[src/mdlp_pkg.sv]
// Shared constants and types of the media descriptor list parser
`default_nettype none
package mdlp_pkg;
    localparam logic [23:0] PS_PREFIX = 24'h000001;
    localparam logic [7:0] PS_LIST_SID = 8'hf2;
    localparam logic [7:0] PS_DISC_VAL = 8'h80;
    localparam logic [1:0] TS_HDR_LAST = 2'h3;
    localparam logic [1:0] PS_HDR_LAST = 2'h2;
    localparam logic [1:0] PS_PFX_LAST = 2'h2;
    localparam logic [1:0] PS_LEN_LAST = 2'h1;
    localparam int TS_PID_LSB = 16;
    localparam int TS_PID_W = 13;
    localparam int PS_ID_LSB = 16;
    localparam int PS_ID_W = 8;
    localparam int LEN_W = 16;
    localparam int FIELD_W = 32;
    localparam logic [2:0] CNT_RST = 3'h0;

    typedef enum logic [2:0] {
        ST_IDLE = 3'b000,
        ST_PFX = 3'b001,
        ST_SID = 3'b010,
        ST_PLEN = 3'b011,
        ST_DISC = 3'b100,
        ST_ENT = 3'b101,
        ST_DESC = 3'b110,
        ST_SKIP = 3'b111
    } mdlp_state_t;
endpackage
`default_nettype wire

[src/mdlp_field_if.sv]
// Carrier between the parser and its field assembler
`default_nettype none
interface mdlp_field_if;
    logic clr;
    logic shift;
    logic [7:0] data;
    logic [mdlp_pkg::FIELD_W-1:0] nxt;
    modport ctrl (output clr, output shift, output data, input nxt);
    modport asm (input clr, input shift, input data, output nxt);
endinterface
`default_nettype wire

[src/mdlp_parser.sv]
// Descriptor list parser for transport and program stream forms
// What the document requires
// RQ1: Transport entry: 3 reserved, 13-bit id, 16-bit length.
// RQ2: Consume exactly entry length bytes of descriptors.
// RQ3: Sender keeps time stamps in section lists.
// RQ4: Program packet: prefix, stream id, length, discriminator.
// RQ5: Accept program packet only with stream id f2.
// RQ6: Packet length bounds bytes consumed after it.
// RQ7: Discriminator must be 80 before list parsing.
// RQ8: Entry id compared with selected stream id.
// RQ9: Entry length bounds that entry's descriptor loop.
// RQ10: Refuse lists from first-generation system streams.
// RQ11: Fields assembled most significant byte first.
// RQ12: Overrunning entry length flags error, resynchronises.
`default_nettype none
module mdlp_parser (
    input wire logic i_mclk,
    input wire logic i_rst_n,
    input wire logic i_valid,
    input wire logic [7:0] i_data,
    input wire logic i_sof,
    input wire logic i_ps_mode,
    input wire logic i_sys1,
    input wire logic [15:0] i_list_len,
    input wire logic [12:0] i_sel_id,
    output logic o_entry_valid,
    output logic [12:0] o_entry_id,
    output logic [15:0] o_entry_len,
    output logic o_entry_sel,
    output logic o_desc_valid,
    output logic [7:0] o_desc_data,
    output logic o_desc_last,
    output logic o_desc_sel,
    output logic o_done,
    output logic o_err,
    output logic o_reject,
    output logic o_busy
);
    mdlp_field_if fld ();

    mdlp_field_asm u_asm (
        .i_mclk(i_mclk),
        .i_rst_n(i_rst_n),
        .f(fld.asm)
    );

    mdlp_pkg::mdlp_state_t st_q, st_d;
    logic [1:0] cnt_q, cnt_d;
    logic [15:0] rem_q, rem_d;
    logic [15:0] ent_q, ent_d;
    logic ps_q, ps_d;
    logic sel_q, sel_d;
    logic ev_valid_d, ev_sel_d, dv_d, dlast_d, done_d, err_d, rej_d;
    logic dsel_d, busy_d;
    logic [7:0] ddata_d;
    logic [12:0] ev_id_d;
    logic [15:0] ev_len_d;
    logic [15:0] rem_m1;
    logic [15:0] hdr_len;
    logic [12:0] hdr_id;
    logic [7:0] pfx_byte;

    assign rem_m1 = rem_q - 16'h0001;
    assign hdr_len = fld.nxt[mdlp_pkg::LEN_W-1:0];

    // Identifier field differs in width and reserved bits between the two forms
    always_comb begin
        if (ps_q) begin
            hdr_id = {5'h00, fld.nxt[mdlp_pkg::PS_ID_LSB +: mdlp_pkg::PS_ID_W]}; // RQ8
        end else begin
            hdr_id = fld.nxt[mdlp_pkg::TS_PID_LSB +: mdlp_pkg::TS_PID_W]; // RQ1
        end
    end

    always_comb begin
        case (cnt_q)
            2'h0: pfx_byte = mdlp_pkg::PS_PREFIX[23:16];
            2'h1: pfx_byte = mdlp_pkg::PS_PREFIX[15:8];
            default: pfx_byte = mdlp_pkg::PS_PREFIX[7:0];
        endcase
    end

    // ******************************************************
    // Parse sequencer
    // ******************************************************
    always_comb begin
        st_d = st_q;
        cnt_d = cnt_q;
        rem_d = rem_q;
        ent_d = ent_q;
        ps_d = ps_q;
        sel_d = sel_q;
        ev_valid_d = 1'b0;
        ev_sel_d = 1'b0;
        ev_id_d = o_entry_id;
        ev_len_d = o_entry_len;
        dv_d = 1'b0;
        dlast_d = 1'b0;
        done_d = 1'b0;
        err_d = 1'b0;
        rej_d = 1'b0;
        ddata_d = o_desc_data;
        dsel_d = o_desc_sel;
        fld.clr = 1'b0;
        fld.shift = 1'b0;
        fld.data = i_data;
        if (i_valid && i_sof) begin
            // A new start always resynchronises, whatever the state
            fld.clr = 1'b1;
            ps_d = i_ps_mode;
            if (i_sys1) begin
                rej_d = 1'b1; // RQ10
                st_d = mdlp_pkg::ST_SKIP;
            end else if (i_ps_mode) begin
                cnt_d = 2'h1;
                if (i_data == mdlp_pkg::PS_PREFIX[23:16]) begin // RQ4
                    st_d = mdlp_pkg::ST_PFX;
                end else begin
                    err_d = 1'b1;
                    st_d = mdlp_pkg::ST_SKIP;
                end
            end else if (i_list_len == 16'h0000) begin
                err_d = 1'b1;
                st_d = mdlp_pkg::ST_SKIP;
            end else begin
                fld.clr = 1'b0;
                fld.shift = 1'b1;
                rem_d = i_list_len - 16'h0001;
                cnt_d = 2'h1;
                st_d = (i_list_len == 16'h0001) ? mdlp_pkg::ST_SKIP : mdlp_pkg::ST_ENT;
                err_d = (i_list_len == 16'h0001);
            end
        end else if (i_valid) begin
            case (st_q)
                mdlp_pkg::ST_PFX: begin
                    cnt_d = cnt_q + 2'h1;
                    if (i_data != pfx_byte) begin // RQ4
                        err_d = 1'b1;
                        st_d = mdlp_pkg::ST_SKIP;
                    end else if (cnt_q == mdlp_pkg::PS_PFX_LAST) begin
                        st_d = mdlp_pkg::ST_SID;
                    end
                end
                mdlp_pkg::ST_SID: begin
                    cnt_d = 2'h0;
                    if (i_data == mdlp_pkg::PS_LIST_SID) begin // RQ5
                        st_d = mdlp_pkg::ST_PLEN;
                    end else begin
                        rej_d = 1'b1;
                        st_d = mdlp_pkg::ST_SKIP;
                    end
                end
                mdlp_pkg::ST_PLEN: begin
                    fld.shift = 1'b1;
                    cnt_d = cnt_q + 2'h1;
                    if (cnt_q == mdlp_pkg::PS_LEN_LAST) begin
                        rem_d = hdr_len; // RQ6
                        if (hdr_len == 16'h0000) begin
                            err_d = 1'b1;
                            st_d = mdlp_pkg::ST_SKIP;
                        end else begin
                            st_d = mdlp_pkg::ST_DISC;
                        end
                    end
                end
                mdlp_pkg::ST_DISC: begin
                    rem_d = rem_m1;
                    cnt_d = 2'h0;
                    fld.clr = 1'b1;
                    if (i_data != mdlp_pkg::PS_DISC_VAL) begin // RQ7
                        rej_d = 1'b1;
                        st_d = mdlp_pkg::ST_SKIP;
                    end else if (rem_m1 == 16'h0000) begin
                        done_d = 1'b1;
                        st_d = mdlp_pkg::ST_IDLE;
                    end else begin
                        st_d = mdlp_pkg::ST_ENT;
                    end
                end
                mdlp_pkg::ST_ENT: begin
                    fld.shift = 1'b1;
                    rem_d = rem_m1; // RQ6
                    cnt_d = cnt_q + 2'h1;
                    if (cnt_q == (ps_q ? mdlp_pkg::PS_HDR_LAST : mdlp_pkg::TS_HDR_LAST)) begin
                        cnt_d = 2'h0;
                        if (hdr_len > rem_m1) begin
                            err_d = 1'b1; // RQ12
                            st_d = mdlp_pkg::ST_SKIP;
                        end else begin
                            ev_valid_d = 1'b1;
                            ev_id_d = hdr_id;
                            ev_len_d = hdr_len;
                            ev_sel_d = (hdr_id == i_sel_id); // RQ8
                            sel_d = (hdr_id == i_sel_id);
                            ent_d = hdr_len; // RQ9
                            if (hdr_len != 16'h0000) begin
                                st_d = mdlp_pkg::ST_DESC;
                            end else if (rem_m1 == 16'h0000) begin
                                done_d = 1'b1;
                                st_d = mdlp_pkg::ST_IDLE;
                            end
                        end
                    end else if (rem_m1 == 16'h0000) begin
                        err_d = 1'b1; // RQ12
                        st_d = mdlp_pkg::ST_SKIP;
                    end
                end
                mdlp_pkg::ST_DESC: begin
                    dv_d = 1'b1;
                    ddata_d = i_data;
                    dsel_d = sel_q;
                    rem_d = rem_m1;
                    ent_d = ent_q - 16'h0001; // RQ2
                    if (ent_q == 16'h0001) begin
                        dlast_d = 1'b1; // RQ9
                        if (rem_m1 == 16'h0000) begin
                            done_d = 1'b1; // RQ6
                            st_d = mdlp_pkg::ST_IDLE;
                        end else begin
                            st_d = mdlp_pkg::ST_ENT;
                        end
                    end
                end
                default: begin
                    st_d = st_q;
                end
            endcase
        end
        busy_d = (st_d != mdlp_pkg::ST_IDLE) && (st_d != mdlp_pkg::ST_SKIP);
    end

    always_ff @(posedge i_mclk or negedge i_rst_n) begin
        if (!i_rst_n) begin
            st_q <= mdlp_pkg::ST_IDLE;
            cnt_q <= 2'h0;
            rem_q <= 16'h0000;
            ent_q <= 16'h0000;
            ps_q <= 1'b0;
            sel_q <= 1'b0;
            o_entry_valid <= 1'b0;
            o_entry_id <= 13'h0000;
            o_entry_len <= 16'h0000;
            o_entry_sel <= 1'b0;
            o_desc_valid <= 1'b0;
            o_desc_data <= 8'h00;
            o_desc_last <= 1'b0;
            o_desc_sel <= 1'b0;
            o_done <= 1'b0;
            o_err <= 1'b0;
            o_reject <= 1'b0;
            o_busy <= 1'b0;
        end else begin
            st_q <= st_d;
            cnt_q <= cnt_d;
            rem_q <= rem_d;
            ent_q <= ent_d;
            ps_q <= ps_d;
            sel_q <= sel_d;
            o_entry_valid <= ev_valid_d;
            o_entry_id <= ev_id_d;
            o_entry_len <= ev_len_d;
            o_entry_sel <= ev_sel_d;
            o_desc_valid <= dv_d;
            o_desc_data <= ddata_d;
            o_desc_last <= dlast_d;
            o_desc_sel <= dsel_d;
            o_done <= done_d;
            o_err <= err_d;
            o_reject <= rej_d;
            o_busy <= busy_d;
        end
    end
endmodule
`default_nettype wire

[src/mdlp_field_asm.sv]
// Big-endian field assembler for stream bytes
`default_nettype none
module mdlp_field_asm (
    input wire logic i_mclk,
    input wire logic i_rst_n,
    mdlp_field_if.asm f
);
    logic [mdlp_pkg::FIELD_W-1:0] val_q;
    logic [mdlp_pkg::FIELD_W-1:0] val_d;

    // Newest byte enters at the bottom, so earlier bytes end up most significant
    always_comb begin
        f.nxt = {val_q[mdlp_pkg::FIELD_W-9:0], f.data}; // RQ11
        val_d = val_q;
        if (f.clr) begin
            val_d = '0;
        end else if (f.shift) begin
            val_d = f.nxt;
        end
    end

    always_ff @(posedge i_mclk or negedge i_rst_n) begin
        if (!i_rst_n) begin
            val_q <= '0;
        end else begin
            val_q <= val_d;
        end
    end
endmodule
`default_nettype wire

[config.mk]
export PLATFORM = sky130hd
export DESIGN_NAME = mdlp_parser
export DESIGN_NICKNAME = d
export VERILOG_FILES = /design/src/mdlp_pkg.sv /design/src/mdlp_field_if.sv /design/src/mdlp_parser.sv /design/src/mdlp_field_asm.sv
export SDC_FILE = /design/constraint.sdc
export NUM_CORES = 1
export LEC_CHECK = 0
export ABC_AREA = 1
export BUFFER_PORTS_ARGS = -buffer_cell sky130_fd_sc_hd__buf_2
export CORE_MARGIN = 4
export CORE_UTILIZATION = 45
export CTS_CLUSTER_DIAMETER = 30
export DETAILED_ROUTE_END_ITERATION = 6
export PLACE_DENSITY = 0.67
export SLEW_MARGIN = 10
export SYNTH_ARGS = -nofsm -noshare
export SYNTH_HDL_FRONTEND = slang
export SYNTH_SLANG_ARGS = --single-unit
[constraint.sdc]
create_clock -name i_mclk -period 3.1 [get_ports i_mclk]
set_clock_uncertainty 0.05 [all_clocks]
set_input_delay 0.31 -clock i_mclk [delete_from_list [all_inputs] [get_ports i_mclk]]
set_output_delay 0.31 -clock i_mclk [all_outputs]
set_load 0.02 [all_outputs]
---- Word level (Yosys, flattened, before mapping) ----
Cells that the tools add are included.
word-level totals
  output and inout bits ................... 46
  register bits after elaboration ......... 106
  input port bits ......................... 43
cells by class
  bitwise logic cells ..................... 2
  add/subtract/negate cells ............... 4
  equality and inequality tests ........... 23
  magnitude comparators ................... 1
  reduce and logical (&&, ||, !) cells .... 24
  mux-type cells .......................... 99
operators with widths
  operator                 count
  $mux W16                 8
  $pmux W16 S2             2
  $mux W1                  55
  $mux W3                  17
  $logic_not A16 Y1        3
  $sub A16 B1 Y16 const B  3
  $mux W21                 2
  $eq A16 B1 Y1 const B    2
  $mux W2                  9
  $pmux W3 S6              1
  $gt A16 B16 Y1           1
  $reduce_bool A16 Y1      1
  $eq A13 B13 Y1           1
  $mux W13                 1
  $ne A2 B2 Y1 const B     5
  $reduce_and A5 Y1        2
  $eq A3 B3 Y1 const B     3
  $ne A3 B3 Y1 const B     3
  $eq A8 B8 Y1 const B     1
  $logic_not A8 Y1         1
  $ne A8 B8 Y1             1
  $ne A8 B8 Y1 const B     1
  $reduce_or A2 Y1         4
  $eq A3 B2 Y1 const B     2
  other kinds (18)         24

---- Longest topological paths before layout ----
Gate-level depths: netlist of the first run.
  word-level depth ........................ 11
  depth in mapped cells ................... 25

---- Modules after synthesis ----
Synthesis of the first run repeated with hierarchy kept, for this count alone.
unflattened totals
  cells, all modules ...................... 963
  area, all modules ....................... 7011.7 um^2
modules (own cells, without submodules)
  module          instances  cells an instance  area an instance (um^2)  sequential area each (um^2)
  mdlp_parser     1          850                5982.0                   2127.0
  mdlp_field_asm  1          113                1029.7                   600.6

---- Least setup slack after synthesis of the first run ----
Ideal clock, no wire load.
  path type ............................... reg-to-reg
  start point ............................. register rem_q[0]
  end point ............................... register ent_q[1]
  buffers on the path ..................... 1
  arrival time ............................ 2.709 ns
  cell stages (with the launch flop) ...... 21
  setup slack ............................. 0.211 ns
  clock period less this slack ............ 2.889 ns
  setup time .............................. 0.130 ns
  cells stage by stage .................... dfrtp_1 inv_2 ha_1 nand3_1 inv_1 nand3b_1 nand2_1 inv_1 ha_1 nand2_1 nor4_1 nand2_1 nand2_1 a21oi_1 nor2_1 inv_2 o21ai_2 inv_2 buf_2 o211ai_1 o21ai_0
on the way
  longest elaborated chain between the ends .. 4
ends and longest elaborated chain
  element                      RTL line            text
  start, declared              mdlp_parser.sv:49   logic [15:0] rem_q, rem_d;
  start signal, assigned       mdlp_parser.sv:255  rem_q <= rem_d;
  $sub A16 B1 Y16              mdlp_parser.sv:63   assign rem_m1 = rem_q - 16'h0001;
  $gt A16 B16 Y1               mdlp_parser.sv:186  if (hdr_len > rem_m1) begin
  $ne A2 B2 Y1 (no line)       --
  $reduce_and A5 Y1 (no line)  --
  end signal, assigned         mdlp_parser.sv:256  ent_q <= ent_d;
  end, declared                mdlp_parser.sv:50   logic [15:0] ent_q, ent_d;
No other way between the ends.
A chain may end at the register's enable or synchronous reset.

---- Worst setup path in the final report of the first run ----
  start point ............................. register rem_q[3]
  end point ............................... register o_busy
on the way
  longest elaborated chain between the ends .. 11
ends and longest elaborated chain
  element                                                    RTL line            text
  $sub A16 B1 Y16 (*)                                        mdlp_parser.sv:63
  branches (longest 5 deep; another with $gt A16 B16 Y1)     --
  $pmux W3 S6 (*)                                            mdlp_parser.sv:134  case (st_q)
  $mux W3 (*)                                                mdlp_parser.sv:133  end else if (i_valid) begin
  $mux W3 (*)                                                mdlp_parser.sv:107  if (i_valid && i_sof) begin
  $ne A3 B3 Y1 / $reduce_bool A3 Y1 (equally long branches)  mdlp_parser.sv:229  busy_d = (st_d != mdlp_pkg::ST_IDLE) && (st_d != mdlp_pkg::ST_SKIP);
  $logic_and A1 B1 Y1 (*)                                    mdlp_parser.sv:229
  named net busy_d                                           mdlp_parser.sv:54   logic dsel_d, busy_d;
  end signal, assigned                                       mdlp_parser.sv:270  o_busy <= busy_d;
  end, declared                                              mdlp_parser.sv:37   output logic o_busy
Mark *: on every way through the listed nets, which the timed path passes.

==> summary.txt, run 1 <==
Floorplan
  • Initial core utilization: 45.8%
  • Row count: 44
  • Die W: 129 um
  • I/O pin count: 89
  • Die area: 0.0167 sq mm
  • Core area: 0.0145 sq mm
  • Die height: 129 um

Critical path
  • Largest delay share family, worst path: simple AND/OR/NAND/NOR gates
  • Worst setup EP type: flop
  • Critical path required time: between 3 and 4 ns
  • Stages on the worst setup path: 19
  • Cell Chain, Critical Path: nor2_4 -> nand2_2 -> nor2_4 -> nand3_2 -> nand2_4 -> inv_1 -> ha_4 -> nand2_2 -> nor4_2 -> buf_4 -> nand3_4 -> nand2_2 -> nand2_1 -> a21oi_2 -> nand3_2 -> a21oi_2 -> nand3_1 -> nand2_1 -> nand2_1
  • R2R setup slack: between 0.1 and 0.15 ns
  • CP peak stage delay: 0.43 ns
  • CP Class: reg2reg
  • Crit path DAT: approximately 3.2 ns
  • Worst reg2reg path startpoint: rem_q[3]
  • R2r endpoint: o_busy
  • Critical path destination: o_busy
  • Worst setup path start: rem_q[3]
  • Slowest cell on the critical path: dfrtp_1
  • Max Fanout on Critical Path: 6
  • Worst Reg-to-Reg Cells: 19
  • Startpoint types: flop
  • Worst path buffer plus inverter count: 2

Clock network
  • Clk sinks: 106
  • Num CTS Buffers: 9
  • CTS H-tree depth: 3
  • Clk_lat worst skew: 0.36 ns
  • Clk root buf: clkbuf_16
  • CTS clk-pin slew, worst paths: 0.07 ns
  • Clock tree buffer depth: 2
  • CTS tree: built

Placed design
  • Placed cell area: 0.00752 sq mm
  • Dpl hpwl: about 14000 um
  • Post-Place Worst Slack: -0.0324 ns
  • Placer Congestion: 0.940
  • PortBufs: 88

Synth
  • Post-synthesis cell count: 915
  • Post-synthesis mux area share: 0.170%
  • Synth Warn #: 0
  • Post-synthesis sequential area ratio: 40.0%
  • Main combinational cell family by area after synthesis: simple AND/OR/NAND/NOR gates
  • Syn Nets: 982
  • Share of the synthesized area in the top cell type: 40.0%
  • Synth Area in Simple Gates: 28.1%
  • Number of synthesized register bits: roughly 110
  • Synth area leader: dfrtp_1
  • Post-synth ARST share: 100%
  • Cell Area, Synth: 0.00663 sq mm
  • Synth area leaders: dfrtp_1 40%, nand2_1 12%, inv_1 6.6%
  • Main synth FF type: dfrtp_1
  • Distinct cells, synth: 47
  • Compound-Gate Fraction of Synth Area: 16.2%
  • Post-Synth Adder-Cell Area: 4.53%
  • Synth Area per Inst: 7.24 sq um
  • Synth Area in XOR/XNOR: 2.36%
  • Number of synthesized flops with an enable pin: 0

GRT
  • Grt ovf: 0
  • Global Route Usage Sum: between 20% and 30%
  • Vias in the first global route: roughly 5800
  • First-pass GRT wire length: 29500 um
  • Largest net degree at the start of global routing: 63
  • Initial antenna violation count: 0

Route
  • Vias: 6495
  • Drt total wl: 19000 um
  • First DRT Iteration DRCs: about 640
  • Drt first pass iters: 5
  • Routed Antenna Nets: 0
  • Vias/cell: between 5 and 6
  • Average wire per standard cell: roughly 16 um
  • DRC viols: 0

STA
  • # setup viols final: 0
  • Final Max Slew Viols: 0
  • Fmax: 0.334 GHz
  • Slew @ Worst Pin: 0.708 ns
  • Final Cycle Share: 96.6%
  • Final critical-path required period: 2.99 ns
  • Worst setup margin: 0.107 ns
  • Hold Slack: 0.134 ns
  • Max_slew headroom: 52.6%
  • Endpoints failing hold: 0

Power and ir drop
  • Lkg Pwr: 3.92 nW
  • Max VDD drop: 0.399 mV
  • Power Density: 973 mW/mm^2

Cells and area
  • Layout fillers: 1381
  • Area grow syn2layout: 23.2%
  • Area occupied by multi-input gates: 0.00364 sq mm
  • Final net count: approximately 1100
  • Ant. Diodes: 0
  • Post-Route Utilization: 56.4%
  • FF+latch area: around 0.0027 sq mm
  • Fraction of layout cells with a size suffix above 1: between 20% and 30%
  • Fin area: 0.00816 sq mm

Worst hold path
  • Hold WC Path Type: in2reg

Run
  • Max-capacitance violation count: 0

Run status
  • Status: finished, final reports clean
-- Yosys cell counts (5+ instances only) --
cell type / instances
clkbuf_1: 18
o22ai_1: 26
nand2_2: 13
nand4_1: 15
a21oi_1: 38
nor2_4: 8
inv_1: 116
a221oi_1: 5
o21ai_0: 85
nand2_1: 220
inv_2: 11
dfrtp_1: 106
nand3_1: 41
nor3_1: 13
xnor2_1: 8
nor2_1: 108
xor2_1: 8
ha_1: 24
o221ai_1: 5
-- worst reg2reg max path, delay by kind of cell (launching register included) --
kind / cells / cell delay [ns]
fa+ha+maj: 1 / 0.29
flops: 1 / 0.43
simple gates: 14 / 1.47
compound gates: 2 / 0.41
buf+inv: 2 / 0.25
-- layer usage --
metal / global-route usage (%) / vias up / part of all wire [%]
met5: 0 / - / 0
met3: 3.30 / 21 / 6.0
met2: 34.5 / 202 / 44
li1: - / 3253 / -
met4: 7.23 / 0 / 1.9
met1: 32.4 / 3019 / 48
-- where the power goes --
| part | total (mW) | switching, mW | internal (mW) |
|---|---|---|---|
| registers | 2.49 | 0.524 | 1.96 |
| clock network | 1.15 | 0.549 | 0.596 |
| logic | 4.31 | 2.65 | 1.66 |
| total | 7.94 | 3.72 | 4.22 |
-- layout make-up --
type / count / area share, %
clock inverter: 4 / 0.399
inverter: 128 / 5.92
sequential: 106 / 32.6
clock buffer: 12 / 3.14
tap: 184 / 2.82
timing repair buffer: 134 / 10.5
multi-input combinational: 658 / 44.6
-- worst min-delay path by stage --
| stage | from | endpoint | slack [ns] | cells past startpoint |
|---|---|---|---|---|
| after floorplan | i_rst_n | cnt_q[0] | -0.04 | 0 |
| after global placement | i_rst_n | o_entry_valid | 0.33 | 1 |
| after detailed placement | i_rst_n | o_entry_id[7] | 0.33 | 1 |
| after CTS | i_sof | o_err | 0.13 | 2 |
| after global routing | i_sof | o_err | 0.14 | 2 |
| final | i_sof | o_err | 0.13 | 2 |
-- cell usage in the layout (no fill, tap or decap), types with 4 or more instances in the layout --
| master | netlist | layout |
|---|---|---|
| inv_1 | 116 | 113 |
| nor2_4 | 8 | 10 |
| buf_2 | 4 | 87 |
| dfrtp_1 | 106 | 99 |
| nor2_2 | 3 | 13 |
| ha_4 | 0 | 8 |
| buf_12 | 0 | 4 |
| o22ai_1 | 26 | 26 |
| clkbuf_16 | 0 | 10 |
| inv_2 | 11 | 13 |
| nand2_2 | 13 | 26 |
| ha_1 | 24 | 16 |
| o211ai_1 | 4 | 4 |
| dfrtp_2 | 0 | 7 |
| nor3_1 | 13 | 13 |
| nand3_1 | 41 | 35 |
| o21ai_1 | 2 | 7 |
| a221oi_1 | 5 | 5 |
| o221ai_1 | 5 | 5 |
| nand2_1 | 220 | 207 |
| o21ai_0 | 85 | 79 |
| a21oi_1 | 38 | 32 |
| xor2_1 | 8 | 8 |
| nor2_1 | 108 | 96 |
| a22oi_1 | 4 | 4 |
| nand3_2 | 0 | 5 |
| nand4_1 | 15 | 15 |
| a21oi_2 | 1 | 7 |
| xnor2_1 | 8 | 8 |
| buf_4 | 1 | 41 |
-- cells by family (layout without fill, tap and decap cells) --
family                     after synthesis  in the layout
buffers and inverters                  151            278
AOI/OAI and AO/OA                      186            186
DFF                                    106            106
and+or+nand+nor                        430            430
muxes                                    1              1
xor gates and xnor gates                17             17
adders and majority gates               24             24
-- metrics by stage --
stage	cells	TNS, ns	total power [mW]
floorplan	915	0	4.97
global placement	1200	0	6.25
detailed placement	1200	-0.0511	6.29
CTS	1217	0	7.45
global route	1226	-0.155	8.55
finish	1226	0	7.94
-- what timing repair did --
item	CTS	global route
pin swaps	0	30
endpoints found under the hold margin	48	0
hold buffers	1	0
setup endpoints to repair	2	52
gates resized for setup	1	67
cloned	0	1
setup buffers	0	8
-- sequential cells by signal (all words and copies together) (netlist names), 2 cells and up --
signal and cells:
o_desc_data 8, rem_q 16, u_asm.val_q 21, st_q 3, ent_q 16, o_entry_id 13
o_entry_len 16, cnt_q 2
Power figures use the tool's default switching activity.
==> run 2, diff against run 1 <==
--- a/config.mk
+++ b/config.mk
@@ -6,5 +6,5 @@
 export NUM_CORES = 1
 export LEC_CHECK = 0
-export ABC_AREA = 1
+export ABC_AREA = 0
 export BUFFER_PORTS_ARGS = -buffer_cell sky130_fd_sc_hd__buf_2
 export CORE_MARGIN = 4
@@ -12,5 +12,5 @@
 export CTS_CLUSTER_DIAMETER = 30
 export DETAILED_ROUTE_END_ITERATION = 6
-export PLACE_DENSITY = 0.67
+export PLACE_DENSITY = 0.68
 export SLEW_MARGIN = 10
 export SYNTH_ARGS = -nofsm -noshare
==> constraint.sdc (replaced) <==
create_clock -name i_mclk -period 3.1 [get_ports i_mclk]
set_clock_uncertainty 0.05 [all_clocks]
set_input_delay 0.62 -clock i_mclk [delete_from_list [all_inputs] [get_ports i_mclk]]
set_output_delay 0.62 -clock i_mclk [all_outputs]
set_load 0.02 [all_outputs]
==> run 2 against run 1 <==
Compared with the run above: the flow now finishes with violations (setup timing); sequential share of layout area is 0.66 points lower; register-to-register slack worse by 0.59 ns; utilization grew 3.4 points; sequential power is 4% lower; synthesized area down 4.1%; non-clock buffer count rose by 46; total power rose by 1.9%; critical path type unchanged; critical endpoint unchanged.
==> summary.txt, run 2 <==
Run status
  • Status: finished, violations left
  • Failing checks: setup timing

GRT
  • Global Route Usage Sum: 24.6%
  • Largest net degree at the start of global routing: 60
  • First-pass GRT wire length: 31900 um
  • Vias in the first global route: 6131
  • Grt ovf: 0
  • Initial antenna violation count: 0

Placed design
  • Placer Congestion: 0.935
  • Dpl cells: 1042
  • Post-Place Worst Slack: -0.736 ns
  • PortBufs: 88
  • Dpl hpwl: 14100 um

Clock network
  • Hold_buf cts: 0
  • Clk sinks: 106
  • CTS clk-pin slew, worst paths: 0.08 ns
  • Num CTS Buffers: 9
  • Clock tree buffer depth: 2
  • CTS tree: built
  • Clk root buf: clkbuf_16
  • CTS H-tree depth: 3
  • Clk_lat worst skew: 0.37 ns

Route
  • Routed Antenna Nets: 0
  • DRC viols: 0
  • Vias/cell: 5.85
  • First DRT Iteration DRCs: 498
  • Drt first pass iters: 5
  • Vias: approximately 6300
  • Drt total wl: 20000 um
  • Average wire per standard cell: 18.6 um

Run
  • Max-capacitance violation count: 0

Synth
  • Synth Area per Inst: roughly 8.6 sq um
  • Synth cell count leaders: 140 x nand2_1, 106 x dfrtp_1, 62 x nor2_1
  • Number of synthesized flops with an enable pin: 0
  • Synth area leaders: dfrtp_1 42%, nand2_1 8.3%, ha_1 4.7%
  • Top-count cell post-synth: nand2_1
  • Syn Nets: between 800 and 900
  • Synth Warn #: 0
  • Post-synth ARST share: 100%
  • Cell Area, Synth: 0.00636 sq mm
  • Share of the synthesized area in the top cell type: between 40% and 50%
  • Main synth FF type: dfrtp_1
  • Distinct cells, synth: 65
  • Post-synthesis cell count: roughly 740
  • Number of synthesized register bits: 106
  • Post-synthesis sequential area ratio: roughly two fifths
  • Synth area leader: dfrtp_1

Cells and area
  • Area grow syn2layout: 30.6%
  • FF+latch area: 0.00265 sq mm
  • Filler-free cell count of the finished design: 1075
  • Fraction of layout cells with a size suffix above 1: 28.3%
  • Commonest non-fill, non-tap cell in the layout: nand2_1
  • Largest Register: u_asm.val_q
  • Max reg flops: 21
  • Area occupied by multi-input gates: 0.00372 sq mm
  • Most frequent cells in the layout: 135 x nand2_1, 106 x dfrtp_1, 87 x buf_2, 79 x buf_4, 60 x nor2_1
  • Final net count: 957
  • Layout fillers: 1194
  • Ant. Diodes: 0

Power and ir drop
  • Lkg Pwr: 3.94 nW
  • Switching power: about 3.6 mW
  • Max VDD drop: 0.356 mV
  • Switching share of power: 44.5%
  • Clock power frac: 15.4%
  • Sequential share of power: 29.4%
  • Internal Power: between 4 and 5 mW
  • Total Power: 8.09 mW
  • Combinational power share: 55.2%
  • Power Density: 975 mW/mm^2

STA
  • Hold Slack: 0.230 ns
  • # setup viols final: 54
  • Fmax: ~0.28 GHz
  • Final critical-path required period: 3.58 ns
  • Worst setup margin: -0.484 ns
  • Final Max Slew Viols: 0
  • RSZ-0062 raised after global routing: true
  • Slew @ Worst Pin: 0.691 ns
  • Endpoints failing hold: 0
  • Final Cycle Share: 116%
  • Max_slew headroom: about 54%

Critical path
  • Stages on the worst setup path: 14
  • CP Class: reg2reg
  • Cell Chain, Critical Path: nor4_4 -> and2_4 -> nand2_4 -> nor4b_4 -> xnor2_2 -> ha_1 -> buf_4 -> a2111oi_4 -> nand4_1 -> buf_4 -> a21boi_2 -> nor4_2 -> or4_4 -> mux2i_1
  • Slowest cell on the critical path: or4_4
  • Worst setup path start: rem_q[3]
  • Most used cell along the critical path: buf_4
  • CP peak stage delay: 0.49 ns
  • Startpoint types: flop
  • Worst reg2reg path startpoint: rem_q[3]
  • Largest delay share family, worst path: simple AND/OR/NAND/NOR gates
  • Max Fanout on Critical Path: 3
  • Critical path required time: 3.29 ns
  • Worst setup EP type: flop
  • Crit path DAT: 3.78 ns
  • Worst Reg-to-Reg Cells: 14
  • Worst path buffer plus inverter count: 2

Floorplan
  • Initial core utilization: 45.8%
  • Die area: 0.0161 sq mm
  • Core area: ~0.014 sq mm
  • Row count: 43
  • I/O pin count: roughly 90
  • Die height: 127 um
  • Die W: 127 um

Worst hold path
  • Hold WC Path Type: in2async
run 2: cell types whose count changed in the layout (fill, tap and decap cells not counted), moves of 17 or more:
cell | before | now
a211oi_1 | 2 | 19
a22o_1 | 1 | 21
buf_4 | 41 | 79
inv_1 | 113 | 19
nand2_1 | 207 | 135
nand2_2 | 26 | 2
nand3_1 | 35 | 9
nor2_1 | 96 | 60
o21ai_0 | 79 | 25
o22ai_1 | 26 | 3
xor2_1 | 8 | 26
run 2: cells by family (layout without fill, tap and decap cells):
group           count (synthesis)  in the layout  share of synthesized area (%)
mux                            11             11                           1.93
buf+inv                        62            216                           3.86
simple gates                  316            316                           23.4
xor+xnor                       40             40                           5.51
compound gates                182            182                           18.8
flops                         106            106                           41.7
fa+ha+maj                      24             24                           4.72
run 2: final timing paths:
kind / end / slack [ns]
max: o_busy / -0.48
min: o_desc_data[5] / 0.23
max reg2reg: o_busy / -0.48
min reg2reg: o_entry_len[1] / 0.41
max in group asynchronous: rem_q[1] / 2.02
min in group i_mclk: o_entry_len[1] / 0.41
run 2: layer usage:
| metal | wire (um) | GRT usage, % | vias to the layer above |
|---|---|---|---|
| met4 | 465 | 8.90 | 0 |
| met2 | 9320 | 39.0 | 260 |
| met1 | 8940 | 34.4 | 3021 |
| met3 | 1300 | 3.62 | 39 |
| met5 | 0 | 0 | - |
| li1 | - | - | 2974 |
run 2: final cells by class:
| cell class | count | area share [%] |
|---|---|---|
| multi-input cells | 573 | 44.8 |
| flip-flops and latches | 106 | 31.9 |
| repair buffers | 180 | 15.6 |
| clock buffers | 9 | 2.71 |
| well taps | 180 | 2.71 |
| clock inverters | 7 | 1.10 |
| inverters | 20 | 1.10 |
run 2: power by group through the flow:
stage          Sequential, mW  Combinational, mW  Clock (mW)
6_report                 2.38               4.47        1.25
5_1_grt                  2.44               4.90        1.32
4_1_cts                  2.36               4.17        1.26
3_5_place_dp             2.38               3.99           0
3_3_place_gp             2.35               3.90           0
2_1_floorplan            2.61               2.25           0
run 2: through the flow:
step | instance area, sq um | TNS [ns] | utilization (%)
3_3_place_gp | 7540 | -24.02 | 54.3
2_1_floorplan | 6510 | -6.86 | -
5_1_grt | 8300 | -27.65 | 59.8
3_5_place_dp | 7540 | -28.31 | 54.3
6_report | 8300 | -18.77 | 59.8
4_1_cts | 8080 | -16.75 | 58.2
run 2: timing repair:
action / 4_1_cts / 5_1_grt
setup buffers: 10 / 4
endpoints found under the setup margin: 54 / 54
gates cloned: 2 / 2
resized for setup: 19 / 31
pin swaps: 9 / 17
